--- src/hw/timer_consts.vh ---
// Constants for the dual timer mode and clock select block.
// Assumes an 8-bit special-function-register port with 8-bit addresses.
`ifndef TIMER_CONSTS_VH
`define TIMER_CONSTS_VH

// ==========================================
// Register addresses
`define ADDR_TIMER_MODE   8'h89
`define ADDR_T0_LOW       8'h8A
`define ADDR_T1_LOW       8'h8B
`define ADDR_T0_HIGH      8'h8C
`define ADDR_T1_HIGH      8'h8D
`define ADDR_CLOCK_SELECT 8'h8E

// ==========================================
// Reset values
`define RESET_BYTE        8'h00

// ==========================================
// Mode register fields
`define MODE_T1_QUALIFY   7
`define MODE_T1_SOURCE    6
`define MODE_T1_HI        5
`define MODE_T1_LO        4
`define MODE_T0_QUALIFY   3
`define MODE_T0_SOURCE    2
`define MODE_T0_HI        1
`define MODE_T0_LO        0

// ==========================================
// Clock select register fields
`define CKS_T2_HIGH       6
`define CKS_T2_LOW        5
`define CKS_T1            4
`define CKS_T0            3
`define CKS_WRITE_MASK    8'h7B

// ==========================================
// Mode and prescale encodings
`define MODE_13BIT        2'b00
`define MODE_16BIT        2'b01
`define MODE_RELOAD       2'b10
`define MODE_SPLIT        2'b11
`define PRE_DIV12         2'b00
`define PRE_DIV4          2'b01
`define PRE_DIV48         2'b10
`define PRE_EXT8          2'b11

// ==========================================
// Divider figures
`define DIV_12            12
`define DIV_4             4
`define DIV_48            48
`define DIV_EXT           8

`endif

--- src/hw/dual_timer.v ---
// Timer 0/1 mode, gating, clock select and count registers, plus the
// Timer 2 clock-enable selection.
// Assumes a one-cycle register write strobe and combinational-free reads
// on the core's register port; run bits and polarity come from elsewhere.
//
// What this block does
// (RQ1) Ungated Timer 1 runs whenever its run bit set
// (RQ2) Gated Timer 1 needs run and active input
// (RQ3) Timer 1 counts clock or count-pin falling edges
// (RQ4) Timer 1 modes: 13-bit, 16-bit, reload, inactive
// (RQ5) Timer 0 gating by run bit and input
// (RQ6) Timer 0 counts clock or count-pin falling edges
// (RQ7) Timer 0 modes: 13-bit, 16-bit, reload, split
// (RQ8) Timer 1 clock: prescaled or system clock
// (RQ9) Timer 0 clock: prescaled or system clock
// (RQ10) Prescaler: divide 12, 4, 48, ext/8
// (RQ11) External clock/8 synchronised; ext not faster
// (RQ12) Timer 2 high byte clock in split mode
// (RQ13) Timer 2 low byte clock select
// (RQ14) Clock select bits 7, 2 read zero
// (RQ15) Timer 0 low and high bytes accessible
// (RQ16) Timer 1 low byte accessible
// (RQ17) 13-bit mode overflow from 0x1FFF sets flag
// (RQ18) Reload mode reloads low from high byte
// (RQ19) Split high byte runs on timer1_run, flag 1
// (RQ20) Timer 1 high byte accessible
// (RQ21) Count pins synchronised, one increment per edge
`timescale 1ns/1ps
`include "timer_consts.vh"
module dual_timer #(
   parameter DIV12_COUNT = `DIV_12,
   parameter DIV4_COUNT  = `DIV_4,
   parameter DIV48_COUNT = `DIV_48,
   parameter EXT_COUNT   = `DIV_EXT
) (
   // Clock and reset
   input  wire       ref_clk_in,
   input  wire       rst_b_in,
   // Register port
   input  wire [7:0] reg_addr_in,
   input  wire [7:0] reg_wdata_in,
   input  wire       reg_write_in,
   output reg  [7:0] reg_rdata_out,
   // Run, polarity and Timer 2 controls
   input  wire       timer0_run_in,
   input  wire       timer1_run_in,
   input  wire       input0_polarity_in,
   input  wire       input1_polarity_in,
   input  wire       timer2_split_in,
   input  wire       timer2_ext_clk_select_in,
   // Pins
   input  wire       ext_input0_in,
   input  wire       ext_input1_in,
   input  wire       timer0_count_pin_in,
   input  wire       timer1_count_pin_in,
   input  wire       ext_clk_in,
   // Overflow events
   output reg        timer0_overflow_out,
   output reg        timer1_overflow_out,
   // Timer 2 count enables
   output reg        timer2_low_tick_out,
   output reg        timer2_high_tick_out
);
   // ==========================================
   // Registers
   reg  [7:0] timer_mode_reg;
   reg  [7:0] clock_select_reg;
   reg  [7:0] timer0_low_byte;
   reg  [7:0] timer0_high_byte;
   reg  [7:0] timer1_low_byte;
   reg  [7:0] timer1_high_byte;
   reg  [5:0] div12_cnt;
   reg  [5:0] div4_cnt;
   reg  [5:0] div48_cnt;
   reg  [3:0] ext_cnt;
   reg        div12_tick;
   reg        div4_tick;
   reg        div48_tick;
   reg        ext8_tick;
   reg        pre_tick;
   reg  [7:0] next_t0_low;
   reg  [7:0] next_t0_high;
   reg  [7:0] next_t1_low;
   reg  [7:0] next_t1_high;
   reg        next_ovf0;
   reg        next_ovf1;
   reg        t2_ext_tick;

   wire       in0_level;
   wire       in1_level;
   wire       cnt0_fall;
   wire       cnt1_fall;
   wire       ext_rise;
   wire [1:0] mode0 = timer_mode_reg[`MODE_T0_HI:`MODE_T0_LO];
   wire [1:0] mode1 = timer_mode_reg[`MODE_T1_HI:`MODE_T1_LO];

   // ==========================================
   // Pin synchronisers
   pin_edge_sync u_in0 (.ref_clk_in(ref_clk_in), .rst_b_in(rst_b_in),
      .pin_in(ext_input0_in), .level_out(in0_level), .fall_out(),
      .rise_out());
   pin_edge_sync u_in1 (.ref_clk_in(ref_clk_in), .rst_b_in(rst_b_in),
      .pin_in(ext_input1_in), .level_out(in1_level), .fall_out(),
      .rise_out());
   pin_edge_sync u_cnt0 (.ref_clk_in(ref_clk_in), .rst_b_in(rst_b_in),
      .pin_in(timer0_count_pin_in), .level_out(), .fall_out(cnt0_fall),
      .rise_out()); // [RQ21]
   pin_edge_sync u_cnt1 (.ref_clk_in(ref_clk_in), .rst_b_in(rst_b_in),
      .pin_in(timer1_count_pin_in), .level_out(), .fall_out(cnt1_fall),
      .rise_out()); // [RQ21]
   pin_edge_sync u_ext (.ref_clk_in(ref_clk_in), .rst_b_in(rst_b_in),
      .pin_in(ext_clk_in), .level_out(), .fall_out(),
      .rise_out(ext_rise)); // [RQ11]

   // ==========================================
   // Functions
   function gate_ok;
      input run;
      input qualify;
      input level;
      input polarity;
      begin
         gate_ok = run & (~qualify | (level == polarity)); // [RQ1] [RQ2]
      end
   endfunction

   function clk_tick;
      input source;
      input sel;
      input pin_fall;
      input pre;
      begin
         if (source)
            clk_tick = pin_fall; // [RQ3] [RQ6]
         else if (sel)
            clk_tick = 1'b1; // [RQ8] [RQ9]
         else
            clk_tick = pre;
      end
   endfunction

   // ==========================================
   // Prescaler
   always @(posedge ref_clk_in) begin
      if (!rst_b_in) begin
         div12_cnt  <= 6'h00;
         div4_cnt   <= 6'h00;
         div48_cnt  <= 6'h00;
         ext_cnt    <= 4'h0;
         div12_tick <= 1'b0;
         div4_tick  <= 1'b0;
         div48_tick <= 1'b0;
         ext8_tick  <= 1'b0;
      end else begin
         div12_tick <= (div12_cnt == DIV12_COUNT - 1);
         div12_cnt  <= (div12_cnt == DIV12_COUNT - 1) ? 6'h00
                       : div12_cnt + 6'h01; // [RQ10]
         div4_tick  <= (div4_cnt == DIV4_COUNT - 1);
         div4_cnt   <= (div4_cnt == DIV4_COUNT - 1) ? 6'h00
                       : div4_cnt + 6'h01; // [RQ10]
         div48_tick <= (div48_cnt == DIV48_COUNT - 1);
         div48_cnt  <= (div48_cnt == DIV48_COUNT - 1) ? 6'h00
                       : div48_cnt + 6'h01; // [RQ10]
         ext8_tick  <= 1'b0;
         if (ext_rise) begin
            ext8_tick <= (ext_cnt == EXT_COUNT - 1);
            ext_cnt   <= (ext_cnt == EXT_COUNT - 1) ? 4'h0
                         : ext_cnt + 4'h1; // [RQ11]
         end
      end
   end

   always @* begin
      case (clock_select_reg[1:0])
         `PRE_DIV12: pre_tick = div12_tick; // [RQ10]
         `PRE_DIV4:  pre_tick = div4_tick;
         `PRE_DIV48: pre_tick = div48_tick;
         default:    pre_tick = ext8_tick;
      endcase
   end

   // ==========================================
   // Counting
   wire run0 = gate_ok(timer0_run_in, timer_mode_reg[`MODE_T0_QUALIFY],
                       in0_level, input0_polarity_in); // [RQ5]
   wire run1 = gate_ok(timer1_run_in, timer_mode_reg[`MODE_T1_QUALIFY],
                       in1_level, input1_polarity_in); // [RQ1] [RQ2]
   wire tick0 = clk_tick(timer_mode_reg[`MODE_T0_SOURCE],
                         clock_select_reg[`CKS_T0], cnt0_fall, pre_tick);
   wire tick1 = clk_tick(timer_mode_reg[`MODE_T1_SOURCE],
                         clock_select_reg[`CKS_T1], cnt1_fall, pre_tick);
   // Split high byte is a timer only, never a pin counter
   wire tick0h = clk_tick(1'b0, clock_select_reg[`CKS_T0], 1'b0,
                          pre_tick); // [RQ19]
   wire en0  = run0 & tick0;
   wire en1  = run1 & tick1 & (mode1 != `MODE_SPLIT); // [RQ4]
   wire en0h = timer1_run_in & tick0h; // [RQ19]
   // Timer 1 may not count pins or raise its flag while Timer 0 is split
   wire en1m = (mode0 == `MODE_SPLIT) ?
               (run1 & clk_tick(1'b0, clock_select_reg[`CKS_T1], 1'b0,
                pre_tick) & (mode1 != `MODE_SPLIT)) : en1;

   always @* begin
      next_t0_low  = timer0_low_byte;
      next_t0_high = timer0_high_byte;
      next_t1_low  = timer1_low_byte;
      next_t1_high = timer1_high_byte;
      next_ovf0    = 1'b0;
      next_ovf1    = 1'b0;
      if (en0) begin
         case (mode0) // [RQ7]
            `MODE_13BIT: begin
               next_t0_low = {timer0_low_byte[7:5],
                              timer0_low_byte[4:0] + 5'h01};
               if (timer0_low_byte[4:0] == 5'h1F) begin
                  next_t0_high = timer0_high_byte + 8'h01;
                  next_ovf0    = (timer0_high_byte == 8'hFF); // [RQ17]
               end
            end
            `MODE_16BIT: begin
               next_t0_low = timer0_low_byte + 8'h01;
               if (timer0_low_byte == 8'hFF) begin
                  next_t0_high = timer0_high_byte + 8'h01;
                  next_ovf0    = (timer0_high_byte == 8'hFF);
               end
            end
            `MODE_RELOAD: begin
               if (timer0_low_byte == 8'hFF) begin
                  next_t0_low = timer0_high_byte; // [RQ18]
                  next_ovf0   = 1'b1;
               end else
                  next_t0_low = timer0_low_byte + 8'h01;
            end
            default: begin
               next_t0_low = timer0_low_byte + 8'h01;
               next_ovf0   = (timer0_low_byte == 8'hFF);
            end
         endcase
      end
      if (mode0 == `MODE_SPLIT && en0h) begin
         next_t0_high = timer0_high_byte + 8'h01; // [RQ19]
         next_ovf1    = (timer0_high_byte == 8'hFF);
      end
      if (en1m) begin
         case (mode1) // [RQ4]
            `MODE_13BIT: begin
               next_t1_low = {timer1_low_byte[7:5],
                              timer1_low_byte[4:0] + 5'h01};
               if (timer1_low_byte[4:0] == 5'h1F) begin
                  next_t1_high = timer1_high_byte + 8'h01;
                  // Never mask a split high-byte overflow
                  next_ovf1    = next_ovf1 | ((mode0 != `MODE_SPLIT) &&
                                 (timer1_high_byte == 8'hFF)); // [RQ17]
               end
            end
            `MODE_16BIT: begin
               next_t1_low = timer1_low_byte + 8'h01;
               if (timer1_low_byte == 8'hFF) begin
                  next_t1_high = timer1_high_byte + 8'h01;
                  next_ovf1    = next_ovf1 | ((mode0 != `MODE_SPLIT) &&
                                 (timer1_high_byte == 8'hFF));
               end
            end
            `MODE_RELOAD: begin
               if (timer1_low_byte == 8'hFF) begin
                  next_t1_low = timer1_high_byte; // [RQ18]
                  next_ovf1   = next_ovf1 | (mode0 != `MODE_SPLIT);
               end else
                  next_t1_low = timer1_low_byte + 8'h01;
            end
            default: begin
               next_t1_low = timer1_low_byte;
            end
         endcase
      end
   end

   // ==========================================
   // Register writes and counter update
   always @(posedge ref_clk_in) begin
      if (!rst_b_in) begin
         timer_mode_reg      <= `RESET_BYTE;
         clock_select_reg    <= `RESET_BYTE;
         timer0_low_byte     <= `RESET_BYTE;
         timer0_high_byte    <= `RESET_BYTE;
         timer1_low_byte     <= `RESET_BYTE;
         timer1_high_byte    <= `RESET_BYTE;
         timer0_overflow_out <= 1'b0;
         timer1_overflow_out <= 1'b0;
      end else begin
         timer0_low_byte     <= next_t0_low;
         timer0_high_byte    <= next_t0_high;
         timer1_low_byte     <= next_t1_low;
         timer1_high_byte    <= next_t1_high;
         timer0_overflow_out <= next_ovf0;
         timer1_overflow_out <= next_ovf1;
         // Software write wins over a count in the same cycle
         if (reg_write_in) begin
            case (reg_addr_in)
               `ADDR_TIMER_MODE: timer_mode_reg <= reg_wdata_in;
               `ADDR_CLOCK_SELECT:
                  clock_select_reg <= reg_wdata_in
                                      & `CKS_WRITE_MASK; // [RQ14]
               `ADDR_T0_LOW:  timer0_low_byte  <= reg_wdata_in; // [RQ15]
               `ADDR_T0_HIGH: timer0_high_byte <= reg_wdata_in; // [RQ15]
               `ADDR_T1_LOW:  timer1_low_byte  <= reg_wdata_in; // [RQ16]
               `ADDR_T1_HIGH: timer1_high_byte <= reg_wdata_in; // [RQ20]
               default: ;
            endcase
         end
      end
   end

   // ==========================================
   // Read data
   always @(posedge ref_clk_in) begin
      if (!rst_b_in)
         reg_rdata_out <= 8'h00;
      else begin
         case (reg_addr_in)
            `ADDR_TIMER_MODE:   reg_rdata_out <= timer_mode_reg;
            `ADDR_CLOCK_SELECT: reg_rdata_out <= clock_select_reg; // [RQ14]
            `ADDR_T0_LOW:       reg_rdata_out <= timer0_low_byte; // [RQ15]
            `ADDR_T0_HIGH:      reg_rdata_out <= timer0_high_byte;
            `ADDR_T1_LOW:       reg_rdata_out <= timer1_low_byte; // [RQ16]
            `ADDR_T1_HIGH:      reg_rdata_out <= timer1_high_byte; // [RQ20]
            default:            reg_rdata_out <= 8'h00;
         endcase
      end
   end

   // ==========================================
   // Timer 2 clock enables
   always @* begin
      t2_ext_tick = timer2_ext_clk_select_in ? ext8_tick : div12_tick;
   end

   always @(posedge ref_clk_in) begin
      if (!rst_b_in) begin
         timer2_low_tick_out  <= 1'b0;
         timer2_high_tick_out <= 1'b0;
      end else begin
         timer2_low_tick_out <= clock_select_reg[`CKS_T2_LOW] ? 1'b1
                                : t2_ext_tick; // [RQ13]
         if (timer2_split_in)
            timer2_high_tick_out <= clock_select_reg[`CKS_T2_HIGH] ? 1'b1
                                    : t2_ext_tick; // [RQ12]
         else
            timer2_high_tick_out <= clock_select_reg[`CKS_T2_LOW] ? 1'b1
                                    : t2_ext_tick;
      end
   end
endmodule // dual_timer

--- src/hw/pin_edge_sync.v ---
// Three-stage pin synchroniser with a falling-edge and a rising-edge pulse.
// Assumes the pin is asynchronous to ref_clk_in.
`timescale 1ns/1ps
module pin_edge_sync (
   // Clock and reset
   input  wire ref_clk_in,
   input  wire rst_b_in,
   // Pin
   input  wire pin_in,
   // Synchronised results
   output reg  level_out,
   output reg  fall_out,
   output reg  rise_out
);
   reg sync_a;
   reg sync_b;
   reg sync_c;

   always @(posedge ref_clk_in) begin
      if (!rst_b_in) begin
         sync_a    <= 1'b1;
         sync_b    <= 1'b1;
         sync_c    <= 1'b1;
         level_out <= 1'b1;
         fall_out  <= 1'b0;
         rise_out  <= 1'b0;
      end else begin
         sync_a   <= pin_in;
         sync_b   <= sync_a;
         sync_c   <= sync_b;
         fall_out <= 1'b0;
         rise_out <= 1'b0;
         // Change counts once the two later stages agree
         if (sync_b == sync_c && sync_c != level_out) begin
            level_out <= sync_c;
            fall_out  <= ~sync_c;
            rise_out  <= sync_c;
         end
      end
   end
endmodule // pin_edge_sync

--- config.mk ---
export PLATFORM = sky130hd
export DESIGN_NAME = dual_timer
export DESIGN_NICKNAME = d
export VERILOG_FILES = /design/src/hw/dual_timer.v /design/src/hw/pin_edge_sync.v
export VERILOG_INCLUDE_DIRS = /design/src /design/src/hw
export SDC_FILE = /design/constraint.sdc
export NUM_CORES = 1
export LEC_CHECK = 0
export BUFFER_PORTS_ARGS = -buffer_cell sky130_fd_sc_hd__clkbuf_2
export CORE_ASPECT_RATIO = 2
export CORE_MARGIN = 2
export CORE_UTILIZATION = 65
export CTS_BUF_LIST = sky130_fd_sc_hd__clkbuf_4 sky130_fd_sc_hd__clkbuf_8 sky130_fd_sc_hd__clkbuf_16
export CTS_CLUSTER_DIAMETER = 100
export DETAILED_ROUTE_END_ITERATION = 16
export HOLD_SLACK_MARGIN = 0.15
export MAX_ROUTING_LAYER = met4
export PLACE_DENSITY = 0.82
export SKIP_CTS_REPAIR_TIMING = 1
export SLEW_MARGIN = 15
export SYNTH_ARGS = -nofsm -noshare
export SYNTH_HDL_FRONTEND = slang
export SYNTH_SLANG_ARGS = --single-unit
--- constraint.sdc ---
create_clock -name ref_clk_in -period 6.05 [get_ports ref_clk_in]
set_input_delay 0.3025 -clock ref_clk_in [delete_from_list [all_inputs] [get_ports ref_clk_in]]
set_output_delay 0.3025 -clock ref_clk_in [all_outputs]
set_load 0.05 [all_outputs]
==> impl_metrics.env, run 1 <==
export IMPL_slowest_delay_ps=690
export IMPL_timing_fmax_ghz=0.3956
export IMPL_critPathBufInv=0
export IMPL_die_h_um=134.2
export IMPL_gp_congestion=1.024
export IMPL_cts_root_buf="clkbuf_16"
export IMPL_final_setup_tns_ps=0
export IMPL_io_buffers=41
export IMPL_slew_headroom=0.3255
export IMPL_worstSetupPathType="register to register"
export IMPL_async_flop_share=0
export IMPL_antenna_found_initial=0
export IMPL_diodes=0
export IMPL_grt_max_degree=60
export IMPL_whs_endpoint="timer2_high_tick_out"
export IMPL_min_period_ps=2528
export IMPL_postSynthCellCount=679
export IMPL_synth_edf_count=0
export IMPL_r2r_start="timer_mode_reg[0]"
export IMPL_r2r_slack_ps=3520
export IMPL_drive_gt1_frac=0.09718
export IMPL_crit_required_ps=6330
export IMPL_cts_htree_levels=3
export IMPL_final_max_slew_viol_count=0
export IMPL_syn_num_nets=719
export IMPL_synth_flop_cell="dfxtp_1"
export IMPL_synth_warnings=0
export IMPL_first_pass_iters=5
export IMPL_place_hpwl_mm=11.95
export IMPL_grt_pass1_wl_mm=26.42
export IMPL_synth_largest_area_cell="dfxtp_1"
export IMPL_setup_ws_ps=3522
export IMPL_seq_area_frac_synth=0.3889
export IMPL_pre_cts_ws_ps=3378
export IMPL_hold_class="input port to register"
export IMPL_finalHoldViolCount=0
export IMPL_synthMostInstantiatedCell="dfxtp_1"
export IMPL_path_clk_slew_ps=80
export IMPL_regArea_um2=2142
export IMPL_vias=5388
export IMPL_min_from="timer2_split_in"
export IMPL_grt_pass1_vias=5224
export IMPL_outcome="finished, final reports clean"
export IMPL_core_area_um2=8233
export IMPL_start_util=0.6690
export IMPL_grt_total_usage=0.3725
export IMPL_drcViolationCount=0
export IMPL_multi_input_area_um2=3174
export IMPL_post_route_period_util=0.4178
export IMPL_worstSkewPairLatency_ps=350
export IMPL_wl_per_cell_um=20.44
export IMPL_netlist_cell_type_count=64
export IMPL_synthTopCellsByCount="dfxtp_1 (107), nor2_1 (85), nand2_1 (64)"
export IMPL_setup_viol=0
export IMPL_cts_tree="built"
export IMPL_drt_iter0_drc=645
export IMPL_cts_buffers=9
export IMPL_yosys_register_bits=107
export IMPL_max_cap_viol_count=0
export IMPL_fp_dieArea_um2=9271
export IMPL_arrival_ps=2810
export IMPL_fin_util=0.7380
export IMPL_vdd_drop_max_uv=233.7
export IMPL_synth_area_leaders="dfxtp_1 (39%), nor2_1 (5.8%), a21oi_1 (4.6%), mux2i_1 (4.5%), nand2_1 (4.4%)"
export IMPL_p_total_mw=1.382
export IMPL_setup_worst_path_start_class="register"
export IMPL_drt_total_wl_mm=16.51
export IMPL_rows=47
export IMPL_worstPathMaxFanout=17
export IMPL_rsz0062_at_grt="false"
export IMPL_fin_nets=745
export IMPL_worst_slew_pin_slew_ps=1011
export IMPL_ios=42
export IMPL_area_delta_synth_final_pct=10.31
export IMPL_cp_cell_sequence="a21boi_0 > a221oi_2 > nand3_1 > or3_1 > a31oi_1"
export IMPL_p_leak_nw=2.198
export IMPL_drt_vias_per_instance=6.668
export IMPL_antenna_left=0
export IMPL_numClockSinks=107
export IMPL_dp_cells=787
export IMPL_clk_path_buf_depth=2
export IMPL_nFillCells=659
export IMPL_syn_area_per_cell_um2=8.112
export IMPL_instances_no_fill=808
export IMPL_gr_total_overflow=0
export IMPL_cellPowerDensity_nw_per_um2=227.5
export IMPL_finClkSkew_ps=7.107
export IMPL_die_width_um=69.09
export IMPL_cp_end_kind="register"
export IMPL_synth_top_area_share=0.3889
export IMPL_slowest_stage="dfxtp_1"
export IMPL_r2r_end="timer1_low_byte[7]"
export IMPL_cp_num_cells=5
export IMPL_ff2ff_path_depth=5
export IMPL_syn_area_um2=5508
export IMPL_whs_path_depth=3
export IMPL_cp_top_family="compound AO/OA/AOI/OAI gates"
[how the worst max path moves through the flow]
stage	from	endpoint	slack (ps)
after floorplan	timer0_low_byte[0]	timer0_high_byte[7]	3970
after global placement	reg_addr_in[5]	clock_select_reg[3]	3460
after detailed placement	reg_addr_in[5]	clock_select_reg[5]	3380
after CTS	timer0_low_byte[0]	timer0_high_byte[0]	3580
after global routing	timer_mode_reg[0]	timer1_low_byte[7]	3330
final	timer_mode_reg[0]	timer1_low_byte[7]	3520
[worst reg2reg max path, cell delays in order, from the launching register on]
cell,delay (ps)
dfxtp_1,690
a21boi_0,270
a221oi_2,500
nand3_1,380
or3_1,430
a31oi_1,180
[power by group]
part / leakage, nW / internal, mW / switching, mW
clock: 0.150 / 0.295 / 0.291
combinational: 1.18 / 0.0266 / 0.0466
sequential: 0.867 / 0.715 / 0.00868
[kinds of logic after synthesis]
| family | synth area share |
|---|---|
| and+or+nand+nor | 0.2492 |
| adders and majority gates | 0.02272 |
| DFF | 0.3889 |
| buffers and inverters | 0.03475 |
| xor gates and xnor gates | 0.04294 |
| AOI/OAI and AO/OA | 0.2038 |
| muxes | 0.05770 |
[stage by stage]
| step | hold slack (ps) | instance area [um^2] |
|---|---|---|
| CTS | 123.4 | 6026 |
| floorplan | 386.3 | 5508 |
| detailed placement | 405.6 | 5719 |
| finish | 212.8 | 6076 |
| global route | 209.1 | 6076 |
| global placement | 391.5 | 5719 |
[routing by layer]
layer,up-vias,track usage,wire length (um)
li1,2515,-,-
met2,302,0.6432,8525
met1,2479,0.3788,5613
met5,-,-,0
met3,92,0.06311,1111
met4,0,0.2549,1261
[final cells by class]
type                    count  area share
clock buffers               9     0.03707
clock inverters             7     0.01339
inverters                  14    0.008649
multi-input cells         524      0.5224
flip-flops and latches    107      0.3526
well taps                  98     0.02018
repair buffers             49     0.04572
[cells in the final DEF (no fill, tap or decap), types with 4 or more instances in the layout]
cell           netlist  layout
clkbuf_16            0       9
inv_1               14      14
or4_1                4       4
or3_1                5       5
nor3b_1              4       4
clkbuf_2             1      41
mux2_2               4       4
o41ai_1              4       4
a21oi_1             51      51
dfxtp_1            107     107
nor2_1              85      85
nand4_1             10      10
nand3_1             41      41
nand2b_1            20      20
o21ai_0             43      43
o32ai_1              5       5
mux2i_1             25      25
xnor2_1             13      13
a22o_1               6       6
a31oi_1              8       8
o21a_1               8       8
xor2_1              14      14
nor3_1              13      13
o22ai_1              4       4
dlygate4sd3_1        0       5
and3_1              13      13
ha_1                10      10
a211oi_1             7       7
nor2b_1              9       9
nand2_1             64      64
Note: power is estimated with default switching activity, not from simulation.
==> run 2: changes to the inputs <==
--- a/config.mk
+++ b/config.mk
@@ -6,16 +6,17 @@
 export SDC_FILE = /design/constraint.sdc
 export NUM_CORES = 1
 export LEC_CHECK = 0
+export ABC_AREA = 1
 export BUFFER_PORTS_ARGS = -buffer_cell sky130_fd_sc_hd__clkbuf_2
 export CORE_ASPECT_RATIO = 2
 export CORE_MARGIN = 2
-export CORE_UTILIZATION = 65
+export CORE_UTILIZATION = 55
 export CTS_BUF_LIST = sky130_fd_sc_hd__clkbuf_4 sky130_fd_sc_hd__clkbuf_8 sky130_fd_sc_hd__clkbuf_16
 export CTS_CLUSTER_DIAMETER = 100
 export DETAILED_ROUTE_END_ITERATION = 16
 export HOLD_SLACK_MARGIN = 0.15
 export MAX_ROUTING_LAYER = met4
-export PLACE_DENSITY = 0.82
+export PLACE_DENSITY = 0.74
 export SKIP_CTS_REPAIR_TIMING = 1
 export SLEW_MARGIN = 15
 export SYNTH_ARGS = -nofsm -noshare
==> constraint.sdc (replaced) <==
create_clock -name ref_clk_in -period 2.1 [get_ports ref_clk_in]
set_input_delay 0.105 -clock ref_clk_in [delete_from_list [all_inputs] [get_ports ref_clk_in]]
set_output_delay 0.105 -clock ref_clk_in [all_outputs]
set_load 0.05 [all_outputs]
==> impl_metrics.env, run 2 <==
export IMPL_gr_total_overflow=0
export IMPL_arrival_ps=2190
export IMPL_synth_top_area_share=0.3662
export IMPL_cts_root_buf="clkbuf_16"
export IMPL_crit_required_ps=2390
export IMPL_synth_largest_area_cell="dfxtp_1"
export IMPL_p_clk_frac=0.432
export IMPL_cellPowerDensity_nw_per_um2=608.2
export IMPL_timing_fmax_ghz=0.5274
export IMPL_syn_area_per_cell_um2=6.882
export IMPL_cts_buffers=9
export IMPL_p_leak_nw=2.877
export IMPL_fp_dieArea_um2=11530
export IMPL_async_flop_share=0
export IMPL_die_width_um=76.92
export IMPL_fin_nets=947
export IMPL_worstPathMaxFanout=10
export IMPL_grt_pass1_vias=5963
export IMPL_final_setup_tns_ps=0
export IMPL_area_delta_synth_final_pct=13.86
export IMPL_worstSetupPathType="register to register"
export IMPL_numClockSinks=107
export IMPL_start_util=0.5618
export IMPL_fin_util=0.6397
export IMPL_cts_tree="built"
export IMPL_cp_top_family="adder cells"
export IMPL_final_max_slew_viol_count=0
export IMPL_final_cell_mix="nand2_1 (177), a21oi_1 (107), dfxtp_1 (107)"
export IMPL_grt_max_degree=48
export IMPL_drcViolationCount=0
export IMPL_clk_path_buf_depth=2
export IMPL_grt_pass1_wl_mm=28.80
export IMPL_finalHoldViolCount=0
export IMPL_drt_vias_per_instance=5.759
export IMPL_crit_top_cell="nand2_1"
export IMPL_io_buffers=41
export IMPL_antenna_left=0
export IMPL_post_route_period_util=0.9029
export IMPL_netlist_cell_type_count=47
export IMPL_finClkSkew_ps=11.08
export IMPL_die_h_um=149.8
export IMPL_cp_cell_sequence="ha_1 > nand2_2 > nor2_4 > ha_2 > clkinvlp_4 > o21ai_0 > nand2_1 > nand2_1 > nand2_1 > a21oi_1"
export IMPL_wl_per_cell_um=17.54
export IMPL_first_pass_iters=5
export IMPL_synthTopCellsByCount="nand2_1 (177), a21oi_1 (107), dfxtp_1 (107)"
export IMPL_yosys_register_bits=107
export IMPL_slowest_stage="dfxtp_1"
export IMPL_cts_htree_levels=3
export IMPL_crit_path_start="timer0_low_byte[0]"
export IMPL_rows=53
export IMPL_drive_gt1_frac=0.1458
export IMPL_antenna_found_initial=0
export IMPL_gp_congestion=0.9880
export IMPL_slew_headroom=0.6016
export IMPL_diodes=0
export IMPL_max_cap_viol_count=0
export IMPL_final_common_cell="nand2_1"
export IMPL_synthMostInstantiatedCell="nand2_1"
export IMPL_worstSkewPairLatency_ps=360
export IMPL_vdd_drop_max_uv=516.7
export IMPL_grt_total_usage=0.3313
export IMPL_vias=6041
export IMPL_synth_warnings=0
export IMPL_worst_slew_pin_slew_ps=591.4
export IMPL_synth_edf_count=0
export IMPL_postSynthCellCount=850
export IMPL_setup_worst_path_start_class="register"
export IMPL_pwr_share_seq=0.514
export IMPL_path_clk_slew_ps=80
export IMPL_drt_total_wl_mm=18.40
export IMPL_setup_viol=0
export IMPL_rsz0062_at_grt="false"
export IMPL_critPathBufInv=1
export IMPL_seq_area_frac_synth=0.3662
export IMPL_r2r_start="timer0_low_byte[0]"
export IMPL_core_area_um2=10410
export IMPL_syn_area_um2=5849
export IMPL_outcome="finished, final reports clean"
export IMPL_switching_share=0.2593
export IMPL_cp_end_kind="register"
export IMPL_intPower_mw=3.000
export IMPL_min_from="reg_wdata_in[2]"
export IMPL_ios=42
export IMPL_whs_ps=201.7
export IMPL_synth_area_leaders="dfxtp_1 (37%), nand2_1 (11%), a21oi_1 (9.2%), o21ai_0 (6.8%), inv_1 (6.0%)"
export IMPL_min_period_ps=1896
export IMPL_hold_class="input port to register"
export IMPL_p_switching_mw=1.051
export IMPL_syn_num_nets=890
export IMPL_synth_flop_cell="dfxtp_1"
export IMPL_slowest_delay_ps=390
export IMPL_combinationalPowerShare=0.054
export IMPL_drt_iter0_drc=304
export IMPL_place_hpwl_mm=14.01
[run 2: changes by cell type after synthesis, moves of 12 or more]
cell | previous run | this run
and3_1 | 13 | 1
nand2b_1 | 20 | 0
nor2_1 | 85 | 63
clkbuf_1 | 26 | 10
or2_2 | 0 | 15
inv_2 | 0 | 14
a21oi_1 | 51 | 107
nand2_1 | 64 | 177
o21ai_0 | 43 | 79
mux2i_1 | 25 | 2
inv_1 | 14 | 93
[run 2: kinds of logic (layout without fill, tap and decap cells)]
family / Yosys count / count (layout) / synth area share
AND/OR/NAND/NOR: 363 / 363 / 0.2952
AO/OA/AOI/OAI: 218 / 218 / 0.1962
buffers and inverters: 134 / 196 / 0.09369
flip-flops: 107 / 107 / 0.3662
XOR/XNOR: 16 / 16 / 0.02396
adder cells (fa/ha/maj): 10 / 10 / 0.02139
multiplexers: 2 / 2 / 0.003423
[run 2: power groups by stage]
stage	Sequential [mW]	Clock [mW]	Combinational, mW
global placement	2.13	0	0.194
global route	2.09	1.86	0.240
detailed placement	2.13	0	0.201
CTS	2.08	1.78	0.203
floorplan	2.12	0	0.113
finish	2.08	1.75	0.219
[run 2: layer usage]
metal	share of wire	vias to the layer above	GRT usage	routed length [um]
met5	0	-	-	0
met4	0.086	0	0.2809	1584
met3	0.045	99	0.04222	826
met2	0.52	252	0.5851	9560
met1	0.35	2762	0.3146	6431
li1	-	2928	-	-
[run 2: worst min-delay path, stage by stage]
cell	delay [ps]
clkbuf_2	180
o21ai_0	190
a21oi_1	50
[run 2: per-stage QoR]
stage / instances / cell area, um^2 / worst slack [ps] / total power, mW
after CTS: 1038 / 6544 / 140.2 / 4.061
after global routing: 1049 / 6660 / 42.73 / 4.188
after global placement: 1022 / 6227 / 246.8 / 2.320
after floorplan: 850 / 5849 / 430.6 / 2.236
after detailed placement: 1022 / 6227 / 159.4 / 2.330
final: 1049 / 6660 / 203.9 / 4.051
[run 2: cell type report]
| class | instances | area, um^2 |
|---|---|---|
| clock buffers | 9 | 225.2 |
| clock inverters | 7 | 91.34 |
| fillers | 993 | 3751 |
| inverters | 112 | 432.9 |
| multi-input cells | 609 | 3162 |
| flip-flops and latches | 107 | 2142 |
| well taps | 137 | 171.4 |
| repair buffers | 68 | 435.4 |
[run 2: worst paths after layout]
kind / slack, ps / cells past startpoint / end
setup / recovery: 200 / 10 / timer0_high_byte[4]
hold / removal: 200 / 3 / timer_mode_reg[2]
setup reg to reg: 200 / 10 / timer0_high_byte[4]
hold reg to reg: 420 / 1 / u_in1.sync_b
==> run 3: changes to the inputs <==
--- a/config.mk
+++ b/config.mk
@@ -8,17 +8,19 @@
 export LEC_CHECK = 0
 export ABC_AREA = 1
 export BUFFER_PORTS_ARGS = -buffer_cell sky130_fd_sc_hd__clkbuf_2
+export CELL_PAD_IN_SITES_DETAIL_PLACEMENT = 1
+export CELL_PAD_IN_SITES_GLOBAL_PLACEMENT = 2
 export CORE_ASPECT_RATIO = 2
 export CORE_MARGIN = 2
-export CORE_UTILIZATION = 55
+export CORE_UTILIZATION = 31
 export CTS_BUF_LIST = sky130_fd_sc_hd__clkbuf_4 sky130_fd_sc_hd__clkbuf_8 sky130_fd_sc_hd__clkbuf_16
 export CTS_CLUSTER_DIAMETER = 100
 export DETAILED_ROUTE_END_ITERATION = 16
 export HOLD_SLACK_MARGIN = 0.15
 export MAX_ROUTING_LAYER = met4
-export PLACE_DENSITY = 0.74
+export PLACE_DENSITY = 0.73
 export SKIP_CTS_REPAIR_TIMING = 1
-export SLEW_MARGIN = 15
+export SLEW_MARGIN = 5
 export SYNTH_ARGS = -nofsm -noshare
 export SYNTH_HDL_FRONTEND = slang
 export SYNTH_SLANG_ARGS = --single-unit
==> constraint.sdc (replaced) <==
create_clock -name ref_clk_in -period 2.1 [get_ports ref_clk_in]
set_input_delay 0.105 -clock ref_clk_in [delete_from_list [all_inputs] [get_ports ref_clk_in]]
set_output_delay 0.105 -clock ref_clk_in [all_outputs]
set_load 0.005 [all_outputs]
==> impl_metrics.env, run 3 (synthesized netlist as in run 2, its figures left out) <==
export IMPL_outcome="finished, final reports clean"
export IMPL_arrival_ps=2160
export IMPL_cts_tree="built"
export IMPL_clk_path_buf_depth=2
export IMPL_whs_ps=107.4
export IMPL_area_delta_synth_final_pct=15.38
export IMPL_antenna_left=0
export IMPL_postPlaceCellArea_um2=6360
export IMPL_min_period_ps=1875
export IMPL_core_area_um2=18660
export IMPL_cts_buffers=9
export IMPL_final_common_cell="nand2_1"
export IMPL_stdcell_area_um2=6749
export IMPL_grt_total_usage=0.2321
export IMPL_regArea_um2=2145
export IMPL_cts_htree_levels=3
export IMPL_final_cell_mix="nand2_1 (177), a21oi_1 (107), dfxtp_1 (105)"
export IMPL_drt_vias_per_instance=5.266
export IMPL_pre_cts_ws_ps=212.5
export IMPL_fin_util=0.3618
export IMPL_vdd_drop_max_uv=427.5
export IMPL_multi_input_area_um2=3159
export IMPL_fp_dieArea_um2=20050
export IMPL_die_h_um=198.3
export IMPL_slew_headroom=0.5474
export IMPL_worstSetupPathType="register to register"
export IMPL_worstPathMaxFanout=10
export IMPL_gp_congestion=0.8910
export IMPL_p_leak_nw=2.887
export IMPL_drt_iter0_drc=153
export IMPL_worstSkewPairLatency_ps=360
export IMPL_start_util=0.3135
export IMPL_rows=71
export IMPL_finClkSkew_ps=9.299
export IMPL_final_max_slew_viol_count=0
export IMPL_cellPowerDensity_nw_per_um2=593.7
export IMPL_grt_max_degree=48
export IMPL_drive_gt1_frac=0.1497
export IMPL_cp_end_kind="register"
export IMPL_post_route_period_util=0.8929
export IMPL_numClockSinks=107
export IMPL_gr_total_overflow=0
export IMPL_worst_slew_pin_slew_ps=671.8
export IMPL_setup_viol=0
export IMPL_drt_total_wl_mm=21.95
export IMPL_cts_root_buf="clkbuf_16"
export IMPL_grt_pass1_vias=6355
export IMPL_io_buffers=41
export IMPL_nFillCells=2388
export IMPL_ios=42
export IMPL_wl_per_cell_um=19.36
export IMPL_max_cap_viol_count=0
export IMPL_path_clk_slew_ps=80
export IMPL_final_setup_tns_ps=0
export IMPL_setup_worst_path_start_class="register"
export IMPL_antenna_found_initial=0
export IMPL_die_width_um=101.1
export IMPL_grt_pass1_wl_mm=33.96
export IMPL_vias=5972
export IMPL_first_pass_iters=4
export IMPL_diodes=0
export IMPL_finalHoldViolCount=0
export IMPL_timing_fmax_ghz=0.5333
export IMPL_place_hpwl_mm=17.38
export IMPL_drcViolationCount=0
export IMPL_rsz0062_at_grt="false"
export IMPL_hold_class="input port to register"
export IMPL_setup_ws_ps=224.9
export IMPL_fin_nets=950
export IMPL_crit_required_ps=2390
[run 3: cell count changes in the layout (fill, tap and decap cells not counted), sizes merged]
cell	previous run	this run
buf	16	20
clkbuf	50	52
clkinvlp	1	0
dlygate4sd3	11	10
inv	110	109
[run 3: final timing paths]
kind	depth (start not counted)	end	from	slack, ps
worst max register to register	10	timer0_high_byte[3]	timer0_low_byte[1]	220
worst min-delay path	5	timer2_low_tick_out	timer2_ext_clk_select_in	110
worst max-delay path	10	timer0_high_byte[3]	timer0_low_byte[1]	220
worst min register to register	1	u_cnt1.sync_b	u_cnt1.sync_a	410
[run 3: layout make-up]
cell class | count | share of cell area
Clock buffer | 11 | 0.03560
Inverter | 112 | 0.06359
Sequential cell | 107 | 0.3178
Timing Repair Buffer | 71 | 0.06748
Multi-Input combinational cell | 609 | 0.4681
Tap cell | 219 | 0.04060
Clock inverter | 5 | 0.006859
[run 3: critical path: stages, from the launching register on]
cell	delay, ps
dfxtp_1	390
ha_1	220
nand2_2	80
nor2_4	160
ha_1	210
clkinv_1	230
o21ai_0	230
nand2_1	70
nand2_1	70
nand2_1	50
a21oi_1	120
[run 3: metrics by stage]
step | instances | total power [mW]
after global placement | 1108 | 2.334
final | 1134 | 4.007
after floorplan | 850 | 2.236
after CTS | 1124 | 4.058
after detailed placement | 1108 | 2.348
after global routing | 1134 | 4.171
[run 3: metal layers]
metal / global-route usage / vias up / routed length [um]
met4: 0.1136 / 0 / 996
met2: 0.4572 / 91 / 12870
met1: 0.2105 / 2896 / 7664
li1: - / 2939 / -
met3: 0.02683 / 46 / 417
met5: - / - / 0
[run 3: power breakdown]
| part | switching [mW] | internal [mW] |
|---|---|---|
| clock | 0.844 | 0.853 |
| sequential | 0.0227 | 2.06 |
| combinational | 0.151 | 0.0780 |
